### src/wbm_pkg.sv
/*
  package for the workspace byte memory port: request and answer carriers,
  workspace register numbers, state codes, the even address mask and the ready settle count.
  assumes a single 20 MHz clock domain and a byte-wide external bus.
*/
package wbm_pkg;

  localparam int WBM_WS_WORDS = 16;
  localparam logic [3:0] WBM_REG_MSW = 4'h0;
  localparam logic [3:0] WBM_REG_LSW = 4'h1;
  localparam logic [3:0] WBM_REG_LINK = 4'hb;
  localparam logic [3:0] WBM_REG_SERIAL = 4'hc;
  localparam logic [3:0] WBM_REG_OLD_WP = 4'hd;
  localparam logic [3:0] WBM_REG_OLD_PC = 4'he;
  localparam logic [3:0] WBM_REG_OLD_ST = 4'hf;
  localparam logic [15:0] WBM_WP_RESET = 16'h0000;
  localparam logic [15:0] WBM_EVEN_MASK = 16'hfffe;
  // transfer cycles that ignore ready while its synchroniser still shows the last strobe
  localparam logic [1:0] WBM_RDY_SETTLE = 2'h2;

  // access kinds a core request may ask for
  typedef enum logic [2:0]
  {
    WBM_OP_MEM = 3'b001,
    WBM_OP_REG = 3'b010,
    WBM_OP_CTX = 3'b100
  } wbm_op_t;

  typedef enum logic [7:0]
  {
    WBM_S_IDLE = 8'b0000_0001,
    WBM_S_ADDR = 8'b0000_0010,
    WBM_S_XFER = 8'b0000_0100,
    WBM_S_NEXT = 8'b0000_1000,
    WBM_S_CTX = 8'b0001_0000,
    WBM_S_DONE = 8'b0010_0000,
    WBM_S_GAP = 8'b0100_0000,
    WBM_S_SPARE = 8'b1000_0000
  } wbm_state_t;

  typedef struct packed
  {
    wbm_op_t op;
    logic write;
    logic byte_acc;
    logic opcode;
    logic [15:0] addr;
    logic [3:0] reg_num;
    logic [15:0] wdata;
    logic [15:0] new_wp;
    logic [15:0] new_pc;
    logic [15:0] st;
    logic ctx_return;
  } wbm_req_t;

  typedef struct packed
  {
    logic [15:0] rdata;
    logic [15:0] wp;
    logic [15:0] pc;
    logic [15:0] st;
  } wbm_rsp_t;

endpackage : wbm_pkg

### src/wbm_port.sv
/*
  workspace byte memory port: splits core word accesses into byte cycles on
  an 8-bit external bus, forms workspace register addresses and runs the
  context switch (five accesses on call, three on return).
  assumes the core holds its request stable until done_out, and that
  ready_in and hold_n_in come from outside and need synchronising.
*/
`timescale 1ns/1ps
`default_nettype none
module wbm_port
  import wbm_pkg::*;
(
  input wire logic clk_in,
  input wire logic resetn_in,
  input wire logic req_valid_in,
  input wire wbm_req_t req_in,
  output logic busy_out,
  output logic done_out,
  output wbm_rsp_t rsp_out,
  output logic [15:0] addr_out,
  output logic [7:0] data_out,
  output logic data_oe_out,
  input wire logic [7:0] data_in,
  output logic memory_cycle_enable_n_out,
  output logic data_in_strobe_n_out,
  output logic write_strobe_n_out,
  output logic opcode_fetch_or_hold_ack_out,
  input wire logic ready_in,
  input wire logic hold_n_in
);

  // ---------------------------------------------------------------
  // input synchronisers
  // ---------------------------------------------------------------
  logic rdy_s1_q, rdy_q, hold_s1_q, hold_n_q;

  always_ff @(posedge clk_in)
  begin
    if (!resetn_in)
    begin
      rdy_s1_q <= 1'b0;
      rdy_q <= 1'b0;
      hold_s1_q <= 1'b1;
      hold_n_q <= 1'b1;
    end
    else
    begin
      rdy_s1_q <= ready_in;
      rdy_q <= rdy_s1_q;
      hold_s1_q <= hold_n_in;
      hold_n_q <= hold_s1_q;
    end
  end

  // ---------------------------------------------------------------
  // sequencing state
  // ---------------------------------------------------------------
  wbm_state_t state_q, state_d;
  logic [15:0] wp_q, pc_q, st_q;
  logic [15:0] base_q;
  logic [15:0] wword_q, rword_q;
  logic second_q, byte_q, write_q, opc_q, hold_q;
  logic [2:0] step_q;
  logic ctx_q, ret_q;
  logic [15:0] old_wp_q, old_pc_q, old_st_q;

  // workspace register address, forced even
  function automatic logic [15:0] ws_addr(input logic [15:0] wp, input logic [3:0] n);
    ws_addr = (wp & WBM_EVEN_MASK) + {11'h000, n, 1'b0};
  endfunction : ws_addr

  // context switch step: call loads wp,pc from vector then saves 13..15 in the new workspace;
  // return loads 13..15 of the current workspace instead
  logic [15:0] ctx_addr;
  logic ctx_wr;
  logic [15:0] ctx_wdata;

  always_comb
  begin
    ctx_addr = 16'h0000;
    ctx_wr = 1'b0;
    ctx_wdata = 16'h0000;
    if (!ret_q)
    begin
      case (step_q)
        3'd0: ctx_addr = base_q; // vector word 0: new wp
        3'd1: ctx_addr = base_q + 16'h0002; // vector word 1: new pc
        3'd2:
        begin
          ctx_addr = ws_addr(wp_q, WBM_REG_OLD_WP);
          ctx_wr = 1'b1;
          ctx_wdata = old_wp_q;
        end
        3'd3:
        begin
          ctx_addr = ws_addr(wp_q, WBM_REG_OLD_PC);
          ctx_wr = 1'b1;
          ctx_wdata = old_pc_q;
        end
        default:
        begin
          ctx_addr = ws_addr(wp_q, WBM_REG_OLD_ST);
          ctx_wr = 1'b1;
          ctx_wdata = old_st_q;
        end
      endcase
    end
    else
    begin
      case (step_q)
        3'd0: ctx_addr = ws_addr(wp_q, WBM_REG_OLD_ST);
        3'd1: ctx_addr = ws_addr(wp_q, WBM_REG_OLD_PC);
        default: ctx_addr = ws_addr(wp_q, WBM_REG_OLD_WP);
      endcase
    end
  end

  logic ctx_last;
  assign ctx_last = ret_q ? (step_q == 3'd2) : (step_q == 3'd4);

  // ---------------------------------------------------------------
  // main sequencer
  // ---------------------------------------------------------------
  logic [1:0] xfer_age_q;
  logic cycle_end;
  // ready lags two flops; early transfer cycles still see the last strobe's answer
  assign cycle_end = (state_q == WBM_S_XFER) && rdy_q
                     && (xfer_age_q == WBM_RDY_SETTLE);

  always_comb
  begin
    state_d = state_q;
    case (state_q)
      WBM_S_IDLE:
      begin
        if (req_valid_in && hold_n_q)
        begin
          state_d = (req_in.op == WBM_OP_CTX) ? WBM_S_CTX : WBM_S_GAP;
        end
      end
      WBM_S_CTX: state_d = WBM_S_ADDR;
      WBM_S_GAP: state_d = WBM_S_ADDR; // lets the taken address and data settle first
      WBM_S_ADDR: state_d = WBM_S_XFER;
      WBM_S_XFER:
      begin
        if (cycle_end)
        begin
          if (!byte_q && !second_q)
          begin
            state_d = WBM_S_ADDR; // no hold between bytes
          end
          else if (ctx_q && !ctx_last)
          begin
            state_d = WBM_S_CTX;
          end
          else
          begin
            state_d = WBM_S_DONE;
          end
        end
      end
      WBM_S_DONE: state_d = WBM_S_IDLE;
      default: state_d = WBM_S_IDLE;
    endcase
  end

  always_ff @(posedge clk_in)
  begin
    if (!resetn_in)
    begin
      state_q <= WBM_S_IDLE;
      xfer_age_q <= 2'h0;
    end
    else
    begin
      state_q <= state_d;
      xfer_age_q <= (state_q != WBM_S_XFER) ? 2'h0
                    : xfer_age_q + 2'(xfer_age_q != WBM_RDY_SETTLE);
    end
  end

  // hold acknowledge only between whole accesses
  always_ff @(posedge clk_in)
  begin
    if (!resetn_in)
    begin
      hold_q <= 1'b0;
    end
    else
    begin
      hold_q <= (state_d == WBM_S_IDLE) && !hold_n_q;
    end
  end

  // ---------------------------------------------------------------
  // access setup and byte pairing
  // ---------------------------------------------------------------
  always_ff @(posedge clk_in)
  begin
    if (!resetn_in)
    begin
      base_q <= 16'h0000;
      wword_q <= 16'h0000;
      byte_q <= 1'b0;
      write_q <= 1'b0;
      opc_q <= 1'b0;
      second_q <= 1'b0;
      ctx_q <= 1'b0;
      ret_q <= 1'b0;
      step_q <= 3'd0;
      old_wp_q <= 16'h0000;
      old_pc_q <= 16'h0000;
      old_st_q <= 16'h0000;
    end
    else if (state_q == WBM_S_IDLE && state_d != WBM_S_IDLE)
    begin
      ctx_q <= (req_in.op == WBM_OP_CTX);
      ret_q <= req_in.ctx_return;
      step_q <= 3'd0;
      second_q <= 1'b0;
      opc_q <= req_in.opcode && !req_in.write;
      old_wp_q <= wp_q;
      old_pc_q <= pc_q;
      old_st_q <= req_in.st;
      write_q <= req_in.write;
      wword_q <= req_in.wdata;
      if (req_in.op == WBM_OP_REG)
      begin
        base_q <= ws_addr(wp_q, req_in.reg_num);
        byte_q <= req_in.byte_acc; // even address = high byte
      end
      else if (req_in.op == WBM_OP_CTX)
      begin
        base_q <= req_in.addr & WBM_EVEN_MASK;
        byte_q <= 1'b0;
      end
      else
      begin
        // word at odd address uses the even address below
        base_q <= req_in.byte_acc ? req_in.addr : (req_in.addr & WBM_EVEN_MASK);
        byte_q <= req_in.byte_acc;
      end
    end
    else if (state_q == WBM_S_CTX)
    begin
      second_q <= 1'b0;
      opc_q <= 1'b0;
      write_q <= ctx_wr;
      wword_q <= ctx_wdata;
    end
    else if (cycle_end)
    begin
      if (!byte_q && !second_q)
      begin
        second_q <= 1'b1; // odd byte follows
      end
      else if (ctx_q)
      begin
        step_q <= step_q + 3'd1;
      end
    end
  end

  // ---------------------------------------------------------------
  // bus pins
  // ---------------------------------------------------------------
  logic [15:0] cyc_addr;
  assign cyc_addr = (state_q == WBM_S_CTX) ? ctx_addr : base_q;

  always_ff @(posedge clk_in)
  begin
    if (!resetn_in)
    begin
      addr_out <= 16'h0000;
      data_out <= 8'h00;
    end
    else if (state_d == WBM_S_ADDR)
    begin
      if (state_q == WBM_S_XFER)
      begin
        addr_out <= {addr_out[15:1], 1'b1};
        data_out <= wword_q[7:0]; // low byte at odd address
      end
      else
      begin
        addr_out <= cyc_addr;
        data_out <= byte_q ? (cyc_addr[0] ? wword_q[7:0] : wword_q[15:8])
                           : (state_q == WBM_S_CTX ? ctx_wdata[15:8] : wword_q[15:8]);
      end
    end
  end

  logic active;
  assign active = (state_q == WBM_S_ADDR) || (state_q == WBM_S_XFER);

  // enable stays low from first address until the access ends
  assign memory_cycle_enable_n_out = !(active || state_q == WBM_S_CTX);
  assign data_in_strobe_n_out = !((state_q == WBM_S_XFER) && !write_q);
  assign write_strobe_n_out = !((state_q == WBM_S_XFER) && write_q);
  assign data_oe_out = active && write_q && !hold_q; // released for reads
  assign opcode_fetch_or_hold_ack_out = (active && opc_q) || hold_q;

  // ---------------------------------------------------------------
  // read capture and processor context
  // ---------------------------------------------------------------
  always_ff @(posedge clk_in)
  begin
    if (!resetn_in)
    begin
      rword_q <= 16'h0000;
    end
    else if (cycle_end && !write_q)
    begin
      if (byte_q)
      begin
        rword_q <= {data_in, 8'h00}; // addressed byte in high half
      end
      else if (!second_q)
      begin
        rword_q[15:8] <= data_in;
      end
      else
      begin
        rword_q[7:0] <= data_in;
      end
    end
  end

  logic word_done;
  assign word_done = cycle_end && (byte_q || second_q) && !write_q;

  always_ff @(posedge clk_in)
  begin
    if (!resetn_in)
    begin
      wp_q <= WBM_WP_RESET;
      pc_q <= 16'h0000;
      st_q <= 16'h0000;
    end
    else if (ctx_q && word_done)
    begin
      case (step_q)
        3'd0:
        begin
          if (ret_q)
          begin
            st_q <= {rword_q[15:8], data_in};
          end
          else
          begin
            wp_q <= {rword_q[15:8], data_in} & WBM_EVEN_MASK;
          end
        end
        3'd1: pc_q <= {rword_q[15:8], data_in} & WBM_EVEN_MASK;
        default: wp_q <= {rword_q[15:8], data_in} & WBM_EVEN_MASK;
      endcase
    end
    else if (state_q == WBM_S_IDLE && req_valid_in && req_in.op == WBM_OP_MEM && req_in.opcode)
    begin
      pc_q <= req_in.addr & WBM_EVEN_MASK;
    end
  end

  assign busy_out = (state_q != WBM_S_IDLE);
  assign done_out = (state_q == WBM_S_DONE);
  assign rsp_out = '{rdata: rword_q, wp: wp_q, pc: pc_q, st: st_q};

endmodule : wbm_port
`default_nettype wire

### config.mk
export PLATFORM = sky130hd
export DESIGN_NAME = wbm_port
export DESIGN_NICKNAME = d
export VERILOG_FILES = /design/src/wbm_pkg.sv /design/src/wbm_port.sv
export SDC_FILE = /design/constraint.sdc
export NUM_CORES = 1
export LEC_CHECK = 0
export ABC_CLOCK_PERIOD_IN_PS = 5200
export BUFFER_PORTS_ARGS = -buffer_cell sky130_fd_sc_hd__clkbuf_2
export CORE_MARGIN = 3
export CORE_UTILIZATION = 55
export CTS_CLUSTER_SIZE = 24
export DETAILED_ROUTE_END_ITERATION = 10
export PLACE_DENSITY_LB_ADDON = 0.05
export SYNTH_ARGS = -nofsm -noshare
export SYNTH_HDL_FRONTEND = slang
export SYNTH_SLANG_ARGS = --single-unit
export TNS_END_PERCENT = 30
### constraint.sdc
create_clock -name clk_in -period 5.2 [get_ports clk_in]
set_clock_uncertainty 0.05 [all_clocks]
set_input_delay 1.3 -clock clk_in [delete_from_list [all_inputs] [get_ports clk_in]]
set_output_delay 1.3 -clock clk_in [all_outputs]
set_load 0.005 [all_outputs]
# == After elaboration in Yosys (flattened, before gate mapping) ==
# Index checks and enable logic that the tools add are counted.
# word_totals
register_bits,192
latchBits,0
mem_bits_rw,0
mem_bits_ro,0
in_bits,104
output_inout_bits,95
word_cells,152
memories,0
# op_classes
add_sub_neg,7
mul,0
div,0
n_lt_le_gt_ge,0
eq_ne,23
shifts,0
muxes,39
n_bitwise,5
reduce_logical,51
# op_table
cell,count
$mux W16,11
$mux W8,8
$pmux W16 S2,2
$pmux W16 S4,1
$add A16 B5 Y16 const B,3
$pmux W16 S3,1
$pmux W8 S4,1
$logic_and A1 B1 Y1,20
$add A16 B2 Y16 const B,1
$add A16 B5 Y16,1
$eq A8 B1 Y1 const B,2
$eq A8 B2 Y1 const B,2
$ne A8 B1 Y1 const B,2
$mux W1,12
$mux W6,2
$logic_not A1 Y1,10
$reduce_and A2 Y1,5
$eq A3 B2 Y1 const B,3
$eq A8 B3 Y1 const B,1
$eq A8 B5 Y1 const B,1
$eq A8 B6 Y1 const B,1
$eq A8 B7 Y1 const B,1
$ne A8 B3 Y1 const B,1
$reduce_or A2 Y1,4
15 further kinds,29

# == Logic depth before layout (Yosys ltp) ==
# depth
depth_word,11
mapped_depth,13
depth_no_buf,9

# == Least setup slack after synthesis ==
# OpenSTA, ideal clock, no wires.
# synth_path
kind,input port to flip-flop
startpoint,input port req_in[65] (netlist name)
endpoint,register base_q[13]
arrival_ns,2.968
slack_ns,2.108
cell_stages,9
path_cell_list,ha_1 inv_1 fa_1 nor2b_1 o21ai_0 a2111oi_0 xor2_1 nor2_1 o21ai_0
# synth_via
elab_chain_cells,2
# synth_rtl
item,line,rtl
"start, declared",wbm_port.sv:16,"input wire wbm_req_t req_in,"
$add A16 B5 Y16,wbm_port.sv:69,"ws_addr = (wp & WBM_EVEN_MASK) + {11'h000, n, 1'b0};"
$mux W16,wbm_port.sv:227,if (req_in.op == WBM_OP_REG)
"end signal, assigned",wbm_port.sv:229,"base_q <= ws_addr(wp_q, req_in.reg_num);"
"end signal, assigned",wbm_port.sv:234,base_q <= req_in.addr & WBM_EVEN_MASK;
"end signal, assigned",wbm_port.sv:240,base_q <= req_in.byte_acc ? req_in.addr : (req_in.addr & WBM_EVEN_MASK);
"end, declared",wbm_port.sv:60,logic [15:0] base_q;
# Every way passes these cells.
# A chain may end at the register's enable or synchronous reset.

# == Worst setup path after layout ==
# layout_path
startpoint,register state_q[4]
endpoint,output port memory_cycle_enable_n_out
# layout_via
elab_chain_cells,4
elab_cells_between_ends,6
# layout_rtl
item,line,rtl
"start, declared",wbm_port.sv:58,"wbm_state_t state_q, state_d;"
"start signal, assigned",wbm_port.sv:176,state_q <= state_d;
$eq A8 B2 Y1 / $eq A8 B3 Y1 (equally long branches),wbm_port.sv:294,assign active = (state_q == WBM_S_ADDR) || (state_q == WBM_S_XFER);
$logic_or A1 B1 Y1,wbm_port.sv:294,
$logic_or A1 B1 Y1 *,wbm_port.sv:297,assign memory_cycle_enable_n_out = !(active || state_q == WBM_S_CTX);
$logic_not A1 Y1 *,wbm_port.sv:297,
"end, declared",wbm_port.sv:24,"output logic memory_cycle_enable_n_out,"
# Mark *: on every way between the ends. The rest lies on a longest branch, timed or not.

==> results.sh <==
export IMPL_post_route_util_pct=64.1
export IMPL_finalHoldViolations=0
export IMPL_stdcell_count=1672
export IMPL_dr_wl_met3_um=3540
export IMPL_post_drt_wl_per_cell_um=21.5
export IMPL_die_area_mm2=0.0211
export IMPL_hold_path_end="rdy_q$_SDFF_PN0_"
export IMPL_fin_crit_sh_pct=70.6
export IMPL_fp_row_count=50
export IMPL_synth_distinct_cells=83
export IMPL_startpoint_type="flop"
export IMPL_p_leak_nw=4.61
export IMPL_wl_met2_um=16000
export IMPL_min_delay_path_class="flop to flop"
export IMPL_wirelength_met1_um=15500
export IMPL_hp_start="rdy_s1_q$_SDFF_PN0_"
export IMPL_rsz0062_at_grt="false"
export IMPL_yosysWarnings=0
export IMPL_synth_edf_count=0
export IMPL_maxCapViolCount=0
export IMPL_diodes=0
export IMPL_numPortBuffers=164
export IMPL_grt_pass1_vias=9681
export IMPL_synth_seq_cells=188
export IMPL_gp_congestion=0.978
export IMPL_grt_usage_pct=33.0
export IMPL_ys_flop_type="dfxtp_1"
export IMPL_grt_pass1_wl_um=55700
export IMPL_cp_max_fo=11
export IMPL_postCtsSetupBuffers=0
export IMPL_hold_buffers=0
export IMPL_syn_avg_cell_area_um2=8.16
export IMPL_drt_initial_drc_count=1223
export IMPL_die_y_um=145
export IMPL_required_ns=3.85
export IMPL_max_freq_mhz=273
export IMPL_totalWireLength_um=35900
export IMPL_core_mm2=0.0189
export IMPL_syn_instance_count=1307
export IMPL_synth_common_cells="nand2_1 (227), dfxtp_1 (188), clkbuf_1 (79)"
export IMPL_crit_reg2reg_launch="wp_q[2]$_SDFFE_PN0P_"
export IMPL_htreeDepth=4
export IMPL_min_period_ns=3.67
export IMPL_hpwlAfterDp_um=25300
export IMPL_overflow=0
export IMPL_hold_depth=1
export IMPL_cts_inserted_buffers=17
export IMPL_yosysMostFrequentCell="nand2_1"
export IMPL_slew_headroom_pct=23.0
export IMPL_nFillCells=1729
export IMPL_clock_sinks=188
export IMPL_place_inst=1640
export IMPL_viasPerCell=6.25
export IMPL_cts_buffer_depth=2
export IMPL_setup_violations=0
export IMPL_ys_seq_area_share_pct=35.3
export IMPL_cts_resized=0
export IMPL_grt_max_degree=93
export IMPL_antenna_found_initial=0
export IMPL_drcViolationCount=0
export IMPL_initial_core_util_pct=56.5
export IMPL_root_buffer="clkbuf_16"
export IMPL_ir_drop_mv=0.196
export IMPL_r2r_cells=8
export IMPL_syn_cell_area_mm2=0.0107
export IMPL_reg2reg_slack_ns=1.97
export IMPL_drive_gt1_share_pct=19.5
export IMPL_top_layer_used="met4"
export IMPL_synth_area_top_cells="dfxtp_1 (35%), nand2_1 (8.0%), a21boi_0 (4.4%)"
export IMPL_path_class="flop to primary output"
export IMPL_worstReg2RegEnd="addr_out[12]$_SDFFE_PN0P_"
export IMPL_synth_top_area_share_pct=35.3
export IMPL_synthArstFlopShare_pct=0
export IMPL_synth_largest_area_cell="dfxtp_1"
export IMPL_insertion_delay_ns=0.45
export IMPL_worst_pin_slew_ns=1.14
export IMPL_clk_pin_slew_ns=0.08
export IMPL_vias=10500
export IMPL_chipWidth_um=145
export IMPL_cp_end_kind="primary output"
export IMPL_area_growth_synth_to_final_pct=13.5
export IMPL_finalMaxSlewViolations=0
export IMPL_cts_tree="built"
export IMPL_first_pass_iters=6
export IMPL_p_per_area_mw_per_mm2=248
export IMPL_nNetsFinal=1521
export IMPL_status="complete, no violations"
export IMPL_ios=199
export IMPL_setup_tns_ns=0
export IMPL_critPathArrivalTime_ns=2.32
export IMPL_ant_nets=0
## worst max-delay path, stage by stage, from the launching register on
cell	delay (ns)
dfxtp_1	0.59
nor2b_1	0.82
and3_1	0.29
nor2_1	0.05
clkbuf_2	0.12
## area by class of cell
cell class,instances,area (µm²),share of cell area [%]
clock buffers,17,425,3.51
clock inverters,15,194,1.60
flip-flops and latches,188,3760,31.1
repair buffers,188,1000,8.29
well taps,260,325,2.69
multi-input cells,982,6310,52.1
inverters,22,82.6,0.682
## report_power, final
group / internal (mW) / switching (mW) / total [mW]
registers: 1.46 / 0.0221 / 1.48
logic: 0.0721 / 0.0984 / 0.170
clock network: 0.659 / 0.694 / 1.35
## flip-flops by register name, indices dropped and copies added (netlist names), 2 cells and up
register,flops
step_q,3
old_st_q,16
state_q,8
xfer_age_q,2
old_wp_q,15
addr_out,16
st_q,16
rword_q,16
data_out,8
pc_q,15
old_pc_q,15
base_q,16
wp_q,15
wword_q,16
## per-stage QoR
step           total power [mW]  setup WS [ns]  cell area, µm²  hold slack [ns]
2_1_floorplan              1.61           2.11           10700            0.336
3_3_place_gp               1.68           1.81           11500            0.360
3_5_place_dp               1.68           1.79           11500            0.369
4_1_cts                    3.01           1.54           12100            0.389
5_1_grt                    3.09           1.42           12100            0.418
6_report                   3.00           1.53           12100            0.386
## how the worst max path moves through the flow
stage / startpoint / to / slack [ns] / cells past startpoint
floorplan: req_in[65] / base_q[13]$_SDFFE_PN0P_ / 2.11 / 9
global placement: req_in[65] / base_q[13]$_SDFFE_PN0P_ / 1.81 / 10
detailed placement: req_in[65] / base_q[13]$_SDFFE_PN0P_ / 1.79 / 10
CTS: state_q[4]$_SDFF_PN0_ / memory_cycle_enable_n_out / 1.54 / 4
global route: state_q[4]$_SDFF_PN0_ / memory_cycle_enable_n_out / 1.42 / 4
finish: state_q[4]$_SDFF_PN0_ / memory_cycle_enable_n_out / 1.53 / 4
## per-layer routing
metal / vias up / global-route usage (%)
met1: 4925 / 47.0
met5: - / 0
met3: 71 / 7.06
met4: 0 / 9.21
met2: 571 / 50.5
li1: 4891 / -
## logic make-up after synthesis
| group | count (synthesis) | share of synthesized area (%) |
|---|---|---|
| and+or+nand+nor | 483 | 21.7 |
| AOI/OAI and AO/OA | 384 | 26.8 |
| DFF | 188 | 35.3 |
| buffers and inverters | 140 | 5.72 |
| xor gates and xnor gates | 49 | 4.02 |
| muxes | 44 | 4.32 |
| adders and majority gates | 18 | 2.18 |
| other | 1 | 0.0352 |
## layout by cell type, fill, tap and decap left out, drive strengths merged, types with 7 or more instances in the layout
cell type	instances
nor4	12
ha	17
mux2i	28
nand3	42
o211a	24
nor3	28
nand4	7
a22oi	13
inv	25
o22ai	14
a211oi	10
nand2	227
a222oi	17
dfxtp	188
clkinv	11
buf	25
a21oi	42
clkbuf	180
and3	8
o221a	19
mux2	16
o21ai	67
xor2	13
o221ai	14
nor2	61
a21boi	84
o211ai	22
and2	8
nand2b	19
xnor2	36
nor2b	45
No activity file was read; power rests on OpenSTA's default activity.
